<file path="config.mk">
export PLATFORM = sky130hd
export DESIGN_NAME = drive_param_end_flat
export DESIGN_NICKNAME = d
export VERILOG_FILES = /design/src/param_chan_pkg.sv /design/src/param_chan_if.sv /design/src/diag_meas.sv /design/src/drive_param_end.sv /design/src/flat_wrapper.sv
export SDC_FILE = /design/constraint.sdc
export NUM_CORES = 2
export LEC_CHECK = 0
export BUFFER_PORTS_ARGS = -buffer_cell sky130_fd_sc_hd__buf_2
export CORE_MARGIN = 2
export CORE_UTILIZATION = 60
export DETAILED_ROUTE_END_ITERATION = 7
export PLACE_DENSITY_LB_ADDON = 0.1
export SKIP_LAST_GASP = 1
export SLEW_MARGIN = 40
export SYNTH_ARGS = -nofsm -noshare
export SYNTH_HDL_FRONTEND = slang
export SYNTH_SLANG_ARGS = --single-unit
export TNS_END_PERCENT = 1
</file>
<file path="constraint.sdc">
create_clock -name aclk -period 9.5 [get_ports aclk]
set_input_delay 0.475 -clock aclk [delete_from_list [all_inputs] [get_ports aclk]]
set_output_delay 0.475 -clock aclk [all_outputs]
set_load 0.01 [all_outputs]
</file>
<file path="src/param_chan_pkg.sv">
// Package: parameter channel constants, indices, error word layout
package param_chan_pkg;
  // ****************************************************************
  // Widths and handshake bits
  // ****************************************************************
  localparam int IDX_W = 8;
  localparam int DATA_W = 16;
  localparam logic [7:0] IDX_COMMIT_BIT = 8'h80;
  localparam logic [7:0] IDX_SEL_MASK = 8'h7f;
  // ****************************************************************
  // Parameter indices (chosen values)
  // ****************************************************************
  localparam logic [6:0] IDX_TEMPERATURE = 7'h26;
  localparam logic [6:0] IDX_SPEED = 7'h27;
  localparam logic [6:0] IDX_PEAK_TORQUE = 7'h28;
  localparam logic [6:0] IDX_RUN_TIME_UPPER = 7'h29;
  localparam logic [6:0] IDX_RUN_TIME_LOWER = 7'h2a;
  localparam logic [6:0] IDX_DRAG_POSITION = 7'h2b;
  localparam logic [6:0] IDX_MOTOR_SUPPLY = 7'h2c;
  localparam logic [6:0] IDX_MOTOR_CURRENT = 7'h2d;
  localparam logic [6:0] IDX_CTRL_SUPPLY = 7'h2e;
  localparam logic [6:0] IDX_ERROR_WORD = 7'h2f;
  localparam logic [6:0] IDX_BACKUP = 7'h7d;
  localparam logic [15:0] BACKUP_KEY = 16'h0055;
  localparam logic [15:0] BACKUP_DONE_DATA = 16'h0000;
  localparam int NUM_PARAMS = 128;
  // Writable parameters: indices below this bound
  localparam logic [6:0] IDX_WRITABLE_LIMIT = 7'h20;
  localparam logic [15:0] PARAM_MAX = 16'h7fff;
  // ****************************************************************
  // Error word bits
  // ****************************************************************
  localparam int ERR_LEARN = 15;
  localparam int ERR_INTERNAL = 14;
  localparam int ERR_OVERTEMP = 13;
  localparam int ERR_MOTOR_MEM = 12;
  localparam int ERR_ADDR_MEM = 11;
  localparam int ERR_PARAM_RESET = 10;
  localparam int ERR_SUPPLY_UNDER16 = 9;
  localparam int ERR_STORED_BAD = 8;
  localparam int ERR_BUS_IF = 7;
  localparam int ERR_BUS_COMM = 6;
  localparam int ERR_RELEASE_RUN = 5;
  localparam int ERR_TARGET_RANGE = 4;
  localparam int ERR_PARAM_INVALID = 3;
  localparam int ERR_ENCODER = 2;
  localparam int ERR_SUPPLY_LOW = 1;
  localparam int ERR_POS_RANGE = 0;
  // Errors that block further runs
  localparam logic [15:0] ERR_BLOCK_MASK = 16'h3905;
  // ****************************************************************
  // Timing: backup completes within 1 s
  // ****************************************************************
  localparam longint CLK_HZ = 250000000;
  localparam int BACKUP_TIME_MS = 1000;
  localparam longint BACKUP_CYCLES = CLK_HZ / 1000 * BACKUP_TIME_MS;
  localparam int CYCLES_PER_MS = 250000;
  // ****************************************************************
  // Master register map (AXI4-Lite byte offsets, chosen)
  // ****************************************************************
  localparam logic [7:0] REG_CTRL = 8'h00;
  localparam logic [7:0] REG_INDEX = 8'h04;
  localparam logic [7:0] REG_WDATA = 8'h08;
  localparam logic [7:0] REG_STATUS = 8'h0c;
  localparam logic [7:0] REG_RDATA = 8'h10;
  localparam logic [7:0] REG_IRQ_STATUS = 8'h14;
  localparam logic [7:0] REG_IRQ_MASK = 8'h18;
  localparam int CTRL_RELEASE = 0;
  localparam int CTRL_GO = 1;
  // Self-clearing: resend the selected index and data as start-up reload
  localparam int CTRL_RELOAD = 2;
  localparam int ST_BUSY = 0;
  localparam int ST_INVALID = 1;
  localparam int ST_RUN_BLOCKED = 2;
  localparam int IRQ_DONE = 0;
  localparam int IRQ_REFUSED = 1;
  localparam int IRQ_ERROR = 2;
  localparam logic [1:0] RESP_OKAY = 2'b00;
  localparam logic [1:0] RESP_SLVERR = 2'b10;
  typedef enum logic [1:0] {OP_READ, OP_WRITE} op_t;
endpackage

</file>
<file path="src/param_chan_if.sv">
// Interface: cyclic index/data exchange between master and drive
`timescale 1ns/1ps
interface param_chan_if (input wire logic aclk);
  import param_chan_pkg::*;
  logic [7:0] index_out;
  logic [15:0] data_out;
  logic release_out;
  logic startup;
  logic [15:0] startup_data;
  logic [6:0] startup_index;
  logic [15:0] data_in;
  logic [7:0] index_echo;
  logic invalid;
  logic run_blocked;
  modport master (output index_out, data_out, release_out, startup, startup_data,
    startup_index, input data_in, index_echo, invalid, run_blocked);
  modport drive (input index_out, data_out, release_out, startup, startup_data,
    startup_index, output data_in, index_echo, invalid, run_blocked);
endinterface

</file>
<file path="src/diag_meas.sv">
// Module: run-time, drag and peak torque measurement of a drive run
`timescale 1ns/1ps
module diag_meas (
  // Clock and reset
  input wire logic aclk,
  input wire logic aresetn,
  // Run phase
  input wire logic run_active,
  input wire logic torque_window,
  input wire logic [15:0] torque_sample,
  input wire logic [15:0] target_speed,
  input wire logic [31:0] actual_pos,
  // Results
  output logic [31:0] run_time_ms,
  output logic [15:0] peak_torque,
  output logic [31:0] drag_position
);
  import param_chan_pkg::*;
  logic [17:0] ms_div_reg;
  logic [31:0] ms_count_reg;
  logic [31:0] theo_pos_reg;
  logic [31:0] start_pos_reg;
  logic run_d_reg;
  logic [15:0] peak_run_reg;
  logic ms_tick;
  assign ms_tick = (ms_div_reg == 18'(CYCLES_PER_MS - 1));
  always_ff @(posedge aclk) begin
    if (!aresetn) begin
      run_d_reg <= 1'b0;
    end else begin
      run_d_reg <= run_active;
    end
  end
  always_ff @(posedge aclk) begin
    if (!aresetn || !run_active || !run_d_reg) begin
      ms_div_reg <= '0;
    end else if (ms_tick) begin
      ms_div_reg <= '0;
    end else begin
      ms_div_reg <= ms_div_reg + 18'h00001;
    end
  end
  // Run time counter frozen at end of run
  always_ff @(posedge aclk) begin
    if (!aresetn) begin
      ms_count_reg <= '0;
      run_time_ms <= '0;
    end else if (run_active && !run_d_reg) begin
      ms_count_reg <= '0;
    end else if (run_active && ms_tick) begin
      ms_count_reg <= ms_count_reg + 32'h00000001;
    end else if (!run_active && run_d_reg) begin
      run_time_ms <= ms_count_reg;
    end
  end
  // Theoretical position = target speed times elapsed time
  always_ff @(posedge aclk) begin
    if (!aresetn) begin
      theo_pos_reg <= '0;
      start_pos_reg <= '0;
      drag_position <= '0;
    end else if (run_active && !run_d_reg) begin
      theo_pos_reg <= '0;
      start_pos_reg <= actual_pos;
    end else if (run_active) begin
      if (ms_tick) begin
        theo_pos_reg <= theo_pos_reg + {16'h0000, target_speed};
      end
      drag_position <= (actual_pos - start_pos_reg) - theo_pos_reg;
    end
  end
  // Peak torque between start-torque end and deceleration
  always_ff @(posedge aclk) begin
    if (!aresetn) begin
      peak_run_reg <= '0;
      peak_torque <= '0;
    end else if (run_active && !run_d_reg) begin
      peak_run_reg <= '0;
    end else if (run_active && torque_window && torque_sample > peak_run_reg) begin
      peak_run_reg <= torque_sample;
    end else if (!run_active && run_d_reg) begin
      peak_torque <= peak_run_reg;
    end
  end
endmodule

</file>
<file path="src/drive_param_end.sv">
// Module: drive end of the parameter channel with diagnostic registers
`timescale 1ns/1ps
module drive_param_end #(
  parameter longint BACKUP_CYCLES_P = param_chan_pkg::BACKUP_CYCLES
) (
  // Clock and reset
  input wire logic aclk,
  input wire logic aresetn,
  // Link to master
  param_chan_if.drive link,
  // Measurements and error sources
  input wire logic [15:0] err_sources,
  input wire logic run_active,
  input wire logic torque_window,
  input wire logic [15:0] torque_sample,
  input wire logic [15:0] target_speed,
  input wire logic [31:0] actual_pos,
  input wire logic [15:0] motor_supply_dv,
  input wire logic [15:0] ctrl_supply_dv,
  input wire logic [15:0] motor_current_ma,
  input wire logic [15:0] temperature_c,
  input wire logic [15:0] speed_rpm,
  // Nonvolatile store port
  output logic nv_write,
  output logic [15:0] nv_error_word,
  output logic backup_busy
);
  import param_chan_pkg::*;
  logic [15:0] param_mem [NUM_PARAMS];
  logic [15:0] error_word_reg;
  logic release_d_reg;
  logic commit_d_reg;
  logic [31:0] backup_cnt_reg;
  logic backup_done_reg;
  logic [31:0] run_time_ms;
  logic [15:0] peak_torque;
  logic [31:0] drag_position;
  logic [6:0] sel;
  logic plausible;
  logic commit_edge;
  logic [15:0] readback;
  assign sel = link.index_out[6:0];
  assign commit_edge = link.index_out[7] && !commit_d_reg;
  // ****************************************************************
  // Measurements
  // ****************************************************************
  diag_meas meas (
    .aclk(aclk),
    .aresetn(aresetn),
    .run_active(run_active),
    .torque_window(torque_window),
    .torque_sample(torque_sample),
    .target_speed(target_speed),
    .actual_pos(actual_pos),
    .run_time_ms(run_time_ms),
    .peak_torque(peak_torque),
    .drag_position(drag_position)
  );
  // ****************************************************************
  // Plausibility of the write slot
  // ****************************************************************
  always_comb begin
    if (sel == IDX_BACKUP) begin
      plausible = (link.data_out == BACKUP_KEY);
    end else begin
      plausible = (sel < IDX_WRITABLE_LIMIT) && (link.data_out <= PARAM_MAX);
    end
  end
  always_ff @(posedge aclk) begin
    if (!aresetn) begin
      link.invalid <= 1'b0;
    end else begin
      link.invalid <= !plausible;
    end
  end
  // ****************************************************************
  // Parameter store: commit and bus start-up reload
  // ****************************************************************
  always_ff @(posedge aclk) begin
    if (link.startup) begin
      param_mem[link.startup_index] <= link.startup_data;
    end else if (commit_edge && plausible && sel != IDX_BACKUP) begin
      param_mem[sel] <= link.data_out;
    end
  end
  // Commit acts once per rising top bit, so a held bit never rewrites
  always_ff @(posedge aclk) begin
    if (!aresetn) begin
      commit_d_reg <= 1'b0;
    end else begin
      commit_d_reg <= link.index_out[7];
    end
  end
  // ****************************************************************
  // Backup to nonvolatile memory
  // ****************************************************************
  always_ff @(posedge aclk) begin
    if (!aresetn) begin
      backup_busy <= 1'b0;
      backup_cnt_reg <= '0;
      backup_done_reg <= 1'b0;
    end else if (commit_edge && plausible && sel == IDX_BACKUP) begin
      backup_busy <= 1'b1;
      backup_cnt_reg <= '0;
      backup_done_reg <= 1'b0;
    end else if (backup_busy) begin
      if (backup_cnt_reg == 32'(BACKUP_CYCLES_P - 1)) begin
        backup_busy <= 1'b0;
        backup_done_reg <= 1'b1;
      end else begin
        backup_cnt_reg <= backup_cnt_reg + 32'h00000001;
      end
    end else if (sel != IDX_BACKUP) begin
      backup_done_reg <= 1'b0;
    end
  end
  // ****************************************************************
  // Error word; release withdrawal clears and saves it
  // ****************************************************************
  always_ff @(posedge aclk) begin
    if (!aresetn) begin
      release_d_reg <= 1'b0;
    end else begin
      release_d_reg <= link.release_out;
    end
  end
  always_ff @(posedge aclk) begin
    if (!aresetn) begin
      error_word_reg <= '0;
    end else if (release_d_reg && !link.release_out) begin
      // New sources still set on the clearing edge
      error_word_reg <= err_sources;
      if (run_active) begin
        error_word_reg[ERR_RELEASE_RUN] <= 1'b1;
      end
    end else begin
      error_word_reg <= error_word_reg | err_sources;
    end
  end
  always_ff @(posedge aclk) begin
    if (!aresetn) begin
      nv_write <= 1'b0;
      nv_error_word <= '0;
    end else begin
      nv_write <= (release_d_reg && !link.release_out) || (backup_busy &&
        backup_cnt_reg == '0);
      if ((release_d_reg && !link.release_out) || backup_busy) begin
        nv_error_word <= error_word_reg;
      end
    end
  end
  always_ff @(posedge aclk) begin
    if (!aresetn) begin
      link.run_blocked <= 1'b0;
    end else begin
      link.run_blocked <= |(error_word_reg & ERR_BLOCK_MASK);
    end
  end
  // ****************************************************************
  // Readback and echo
  // ****************************************************************
  always_comb begin
    case (sel)
      IDX_TEMPERATURE: readback = temperature_c;
      IDX_SPEED: readback = run_active ? speed_rpm : 16'h0000;
      IDX_PEAK_TORQUE: readback = peak_torque;
      IDX_RUN_TIME_UPPER: readback = run_time_ms[31:16];
      IDX_RUN_TIME_LOWER: readback = run_time_ms[15:0];
      IDX_DRAG_POSITION: readback = drag_position[15:0];
      IDX_MOTOR_SUPPLY: readback = motor_supply_dv;
      IDX_MOTOR_CURRENT: readback = motor_current_ma;
      IDX_CTRL_SUPPLY: readback = ctrl_supply_dv;
      IDX_ERROR_WORD: readback = error_word_reg;
      IDX_BACKUP: readback = backup_done_reg ? BACKUP_DONE_DATA : BACKUP_KEY;
      default: readback = param_mem[sel];
    endcase
  end
  always_ff @(posedge aclk) begin
    if (!aresetn) begin
      link.data_in <= '0;
      link.index_echo <= '0;
    end else begin
      link.data_in <= readback;
      link.index_echo <= link.index_out;
    end
  end
endmodule

</file>
<file path="src/flat_wrapper.sv">
// flat-port wrapper written by rule: the top's interface ports become plain ports
module drive_param_end_flat import param_chan_pkg::*;
#(
  parameter longint BACKUP_CYCLES_P = param_chan_pkg::BACKUP_CYCLES
)
  (aclk, aresetn, err_sources, run_active, torque_window, torque_sample, target_speed, actual_pos, motor_supply_dv, ctrl_supply_dv, motor_current_ma, temperature_c, speed_rpm, nv_write, nv_error_word, backup_busy, link_index_out, link_data_out, link_release_out, link_startup, link_startup_data, link_startup_index, link_data_in, link_index_echo, link_invalid, link_run_blocked);
  param_chan_if link_i (.aclk(aclk));
  input wire logic aclk;
  input wire logic aresetn;
  input wire logic [15:0] err_sources;
  input wire logic run_active;
  input wire logic torque_window;
  input wire logic [15:0] torque_sample;
  input wire logic [15:0] target_speed;
  input wire logic [31:0] actual_pos;
  input wire logic [15:0] motor_supply_dv;
  input wire logic [15:0] ctrl_supply_dv;
  input wire logic [15:0] motor_current_ma;
  input wire logic [15:0] temperature_c;
  input wire logic [15:0] speed_rpm;
  output logic nv_write;
  output logic [15:0] nv_error_word;
  output logic backup_busy;
  input wire logic [$bits(link_i.index_out)-1:0] link_index_out;
  input wire logic [$bits(link_i.data_out)-1:0] link_data_out;
  input wire logic [$bits(link_i.release_out)-1:0] link_release_out;
  input wire logic [$bits(link_i.startup)-1:0] link_startup;
  input wire logic [$bits(link_i.startup_data)-1:0] link_startup_data;
  input wire logic [$bits(link_i.startup_index)-1:0] link_startup_index;
  output wire logic [$bits(link_i.data_in)-1:0] link_data_in;
  output wire logic [$bits(link_i.index_echo)-1:0] link_index_echo;
  output wire logic [$bits(link_i.invalid)-1:0] link_invalid;
  output wire logic [$bits(link_i.run_blocked)-1:0] link_run_blocked;
  assign link_i.index_out = link_index_out;
  assign link_i.data_out = link_data_out;
  assign link_i.release_out = link_release_out;
  assign link_i.startup = link_startup;
  assign link_i.startup_data = link_startup_data;
  assign link_i.startup_index = link_startup_index;
  assign link_data_in = link_i.data_in;
  assign link_index_echo = link_i.index_echo;
  assign link_invalid = link_i.invalid;
  assign link_run_blocked = link_i.run_blocked;
  drive_param_end #(.BACKUP_CYCLES_P(BACKUP_CYCLES_P)) u_core (.aclk(aclk), .aresetn(aresetn), .link(link_i), .err_sources(err_sources), .run_active(run_active), .torque_window(torque_window), .torque_sample(torque_sample), .target_speed(target_speed), .actual_pos(actual_pos), .motor_supply_dv(motor_supply_dv), .ctrl_supply_dv(ctrl_supply_dv), .motor_current_ma(motor_current_ma), .temperature_c(temperature_c), .speed_rpm(speed_rpm), .nv_write(nv_write), .nv_error_word(nv_error_word), .backup_busy(backup_busy));
endmodule
</file>
==> insert_results.sql <==
INSERT INTO impl_metrics (metric_group, metric, value, unit) VALUES
('worst_setup_path', 'critical_path.slowest_cell', 'sky130_fd_sc_hd__or2_2', ''),
('worst_setup_path', 'cp.arrival', '4.78', 'ns'),
('finish', 'layout.filler_cells', '9505', ''),
('floorplanning', 'design.portCount', '257', ''),
('finish', 'net_total_in_the_final_layout', '5474', ''),
('finish', 'seqCellArea', '66300', 'µm²'),
('cts', 'cts_tree', 'yes', ''),
('worst_setup_path', 'timing.critical_path.slowest_cell_delay', '0.63', 'ns'),
('detailed_routing', 'vias_post_dr', '47600', ''),
('synth', 'netlist-cell-type-count', '63', ''),
('placed_design', 'post-place-cells', '6933', ''),
('placed_design', 'portBuffers', '240', ''),
('placed_design', 'post-place-ws', '4.56', 'ns'),
('floorplanning', 'core_area', '150000', 'µm²'),
('power', 'power.share.combinational', '5.8', '%'),
('detailed_routing', 'drc', '0', ''),
('grt', 'grt_start_max_net_pins', '127', ''),
('synth', 'synth_sequential_area_ratio', '72.9', '%'),
('worst_setup_path', 'ff2ff_setup_slack', '5.56', 'ns'),
('detailed_routing', 'drt_first_pass_iters', '6', ''),
('finish', 'largest_reg_flops', '2038', ''),
('timing', 'maxSlewHeadroom', '39.3', '%'),
('detailed_routing', 'drt.antenna.violating_nets', '0', ''),
('detailed_routing', 'detail_route.wirelength', '227000', 'µm'),
('detailed_routing', 'detail_route.iter0.violations', '5513', ''),
('synth', 'ys_dominant_reg_cell', 'sky130_fd_sc_hd__edfxtp_1', ''),
('synth', 'synth-edff-count', '2038', ''),
('power', 'power.ir.vdd_worst', '0.178', 'mV'),
('worst_setup_path', 'crit_path_cell_trace', 'dlygate4sd3_1 -> buf_2 -> nor3_1 -> nand2_1 -> or2_2 -> mux2i_1 -> nor2_1 -> nand2b_1 -> buf_4 -> nor2_1 -> buf_4', ''),
('timing', 'final.setup.tns', '0', 'ns'),
('finish', 'fin_cells', '7398', ''),
('worst_setup_path', 'critPathCaptureType', 'register', ''),
('finish', 'fin_util', '68.8', '%'),
('power', 'p_int', '16.5', 'mW'),
('cts', 'clkTransAtPathRegs', '0.06', 'ns'),
('grt', 'grt_first_pass_wirelength', '328000', 'µm'),
('power', 'leakage_dissipation', '33.3', 'nW'),
('cts', 'cts_buffer_depth', '3', ''),
('cts', 'cts_buffers', '219', ''),
('cts', 'clk_latency', '0.84', 'ns'),
('power', 'fin_total_pwr', '21.0', 'mW'),
('synth', 'synth.largest_area_cell', 'sky130_fd_sc_hd__edfxtp_1', ''),
('timing', 'min_period', '4.24', 'ns'),
('hold_path', 'worstHoldEndpoint', 'u_core.meas.theo_pos_reg[15]', ''),
('grt', 'gr-usage-all-layers', '29.5', '%'),
('cts', 'setup_bufs_post_cts', '0', ''),
('synth', 'yosys_register_bits', '2295', ''),
('timing', 'finalHoldViolCount', '0', ''),
('worst_setup_path', 'worst_r2r_startpoint', 'u_core.link.index_echo[7]', ''),
('grt', 'global_route_congestion_overflow_total', '0', ''),
('grt', 'antenna_violations_before_repair', '23', ''),
('cts', 'htree_levels', '4', ''),
('worst_setup_path', 'setup.worst_path.class', 'in -> reg', ''),
('hold_path', 'worstHoldPathCells', '4', ''),
('timing', 'worst-slew-pin-transition', '0.901', 'ns'),
('finish', 'flow.area_growth_from_synthesis', '13.5', '%'),
('synth', 'syn_area_per_cell', '19.2', 'µm²'),
('worst_setup_path', 'reg2reg_depth', '9', ''),
('finish', 'final_layout_size_suffix_gt1_share', '27.3', '%'),
('timing', 'timing.final.crit_share', '44.6', '%'),
('worst_setup_path', 'timing.critical_path.from_type', 'primary input', ''),
('cts', 'clock_sinks', '2295', ''),
('synth', 'post_synthesis_cell_count', '4731', ''),
('timing', 'max_freq', '236', 'MHz'),
('synth', 'synth.top_cell.area_share', '67.3', '%'),
('synth', 'synth_area_leaders', 'sky130_fd_sc_hd__edfxtp_1, sky130_fd_sc_hd__mux4_2, sky130_fd_sc_hd__dfxtp_1', ''),
('power', 'sw_frac_of_total', '21.3', '%'),
('cts', 'cts_root_buf', 'sky130_fd_sc_hd__clkbuf_16', ''),
('worst_setup_path', 'required', '10.04', 'ns'),
('status', 'run_status', 'complete, no violations', ''),
('floorplanning', 'dieArea', '155000', 'µm²');
## cell type report
cell class                      count  share of cell area [%]
Clock inverter                    126                    1.24
Clock buffer                      280                    5.70
Antenna cell                        4                 0.00969
Tap cell                         2016                    2.44
Multi-Input combinational cell   2113                    22.8
Inverter                           78                   0.293
Sequential cell                  2295                    64.2
Timing Repair Buffer              486                    3.29
## power by group through the flow
| stage | Sequential (mW) | Combinational (mW) | Clock, mW |
|---|---|---|---|
| detailed placement | 11.3 | 1.19 | 0 |
| CTS | 11.1 | 1.21 | 8.79 |
| global placement | 11.3 | 1.17 | 0 |
| finish | 11.1 | 1.22 | 8.67 |
| global route | 11.1 | 1.29 | 9.17 |
| floorplan | 11.3 | 0.714 | 0 |
## worst max path at each step
stage                     cells past startpoint                        to  slack (ns)
final                                        11   u_core.param_mem[34][4]        5.26
after floorplan                               9   u_core.param_mem[0][10]        5.51
after detailed placement                      8    u_core.link.data_in[7]        4.56
after CTS                                    11   u_core.param_mem[34][4]        5.39
after global placement                        8    u_core.link.data_in[7]        4.60
after global routing                         11  u_core.param_mem[88][15]        5.13
## cells in the final DEF, fill, tap and decap left out, types with 7 or more instances in the layout
cell,Yosys,layout
sky130_fd_sc_hd__edfxtp_1,2038,2038
sky130_fd_sc_hd__fa_1,16,16
sky130_fd_sc_hd__xnor2_1,42,42
sky130_fd_sc_hd__nand2_4,0,15
sky130_fd_sc_hd__buf_6,4,11
sky130_fd_sc_hd__buf_2,64,237
sky130_fd_sc_hd__inv_1,77,76
sky130_fd_sc_hd__o21ai_0,57,55
sky130_fd_sc_hd__nor3_1,35,34
sky130_fd_sc_hd__mux2i_1,51,51
sky130_fd_sc_hd__or3_1,29,29
sky130_fd_sc_hd__nor4_1,11,11
sky130_fd_sc_hd__and3_1,20,20
sky130_fd_sc_hd__nor2b_1,16,14
sky130_fd_sc_hd__nor2_1,302,293
sky130_fd_sc_hd__clkinv_2,0,43
sky130_fd_sc_hd__buf_12,0,8
sky130_fd_sc_hd__clkbuf_16,0,225
sky130_fd_sc_hd__clkinv_1,0,43
sky130_fd_sc_hd__nand3_1,63,63
sky130_fd_sc_hd__a21oi_1,175,174
sky130_fd_sc_hd__and2_1,21,20
sky130_fd_sc_hd__clkbuf_1,136,49
sky130_fd_sc_hd__o21a_1,8,8
sky130_fd_sc_hd__and4_1,9,9
sky130_fd_sc_hd__a222oi_1,12,12
sky130_fd_sc_hd__clkbuf_8,0,7
sky130_fd_sc_hd__nand2b_1,21,19
sky130_fd_sc_hd__dfxtp_1,257,257
sky130_fd_sc_hd__ha_1,52,52
sky130_fd_sc_hd__dlygate4sd3_1,0,52
sky130_fd_sc_hd__nand2_1,332,316
sky130_fd_sc_hd__a211oi_1,12,11
sky130_fd_sc_hd__nand4_1,29,29
sky130_fd_sc_hd__buf_4,3,171
sky130_fd_sc_hd__bufinv_16,0,22
sky130_fd_sc_hd__a22oi_1,18,18
sky130_fd_sc_hd__xor2_1,41,41
sky130_fd_sc_hd__mux4_2,668,668
## synth_stat cells (4+ instances only)
cell and n:
sky130_fd_sc_hd__ha_1 52, sky130_fd_sc_hd__o21ai_0 57, sky130_fd_sc_hd__and2_1 21, sky130_fd_sc_hd__a21o_1 6, sky130_fd_sc_hd__a221oi_1 6, sky130_fd_sc_hd__nor3_1 35, sky130_fd_sc_hd__and4_1 9, sky130_fd_sc_hd__o21a_1 8
sky130_fd_sc_hd__mux2i_1 51, sky130_fd_sc_hd__nor3b_1 5, sky130_fd_sc_hd__a211oi_1 12, sky130_fd_sc_hd__nor4_1 11, sky130_fd_sc_hd__nand3_1 63, sky130_fd_sc_hd__a22oi_1 18, sky130_fd_sc_hd__a221o_1 6, sky130_fd_sc_hd__xor2_1 41
sky130_fd_sc_hd__a31oi_1 8, sky130_fd_sc_hd__clkbuf_1 136, sky130_fd_sc_hd__nand4_1 29, sky130_fd_sc_hd__buf_2 64, sky130_fd_sc_hd__inv_1 77, sky130_fd_sc_hd__buf_6 4, sky130_fd_sc_hd__nor2_1 302, sky130_fd_sc_hd__a222oi_1 12
sky130_fd_sc_hd__and3_1 20, sky130_fd_sc_hd__nand2b_1 21, sky130_fd_sc_hd__or3_1 29, sky130_fd_sc_hd__o31ai_1 4, sky130_fd_sc_hd__nand2_1 332, sky130_fd_sc_hd__buf_1 38, sky130_fd_sc_hd__dfxtp_1 257, sky130_fd_sc_hd__fa_1 16
sky130_fd_sc_hd__edfxtp_1 2038, sky130_fd_sc_hd__xnor2_1 42, sky130_fd_sc_hd__or2_2 4, sky130_fd_sc_hd__nor2b_1 16, sky130_fd_sc_hd__a21oi_1 175, sky130_fd_sc_hd__mux4_2 668
## layer usage
layer / vias up / track usage [%] / wire, µm
li1: 20000 / - / -
met1: 24800 / 42.5 / 90200
met2: 2318 / 46.0 / 108000
met3: 380 / 5.82 / 20400
met4: 12 / 10.0 / 8070
met5: - / 0 / 86
## stage by stage
stage | instance area [µm²] | hold slack [ns]
floorplan | 91000 | 0.430
global placement | 95400 | 0.437
detailed placement | 95500 | 0.442
CTS | 103000 | 0.0475
global route | 103000 | 0.0910
finish | 103000 | 0.0810
## cells by family (layout without fill, tap and decap cells)
group,count (synthesis),in the layout,share of synthesized area [%]
xor+xnor,83,83,0.799
buf+inv,323,970,1.47
other cells,0,4,0
fa+ha+maj,68,68,1.07
compound gates,335,335,2.20
flops,2295,2295,72.9
mux,720,720,17.1
simple gates,907,907,4.43
## worst max-delay path, delay by kind of cell
family                 cells  cell delay (ns)
buffers and inverters      4             1.48
multiplexers               1             0.27
AND/OR/NAND/NOR            6             2.50
No activity file was read; power rests on OpenSTA's default activity.
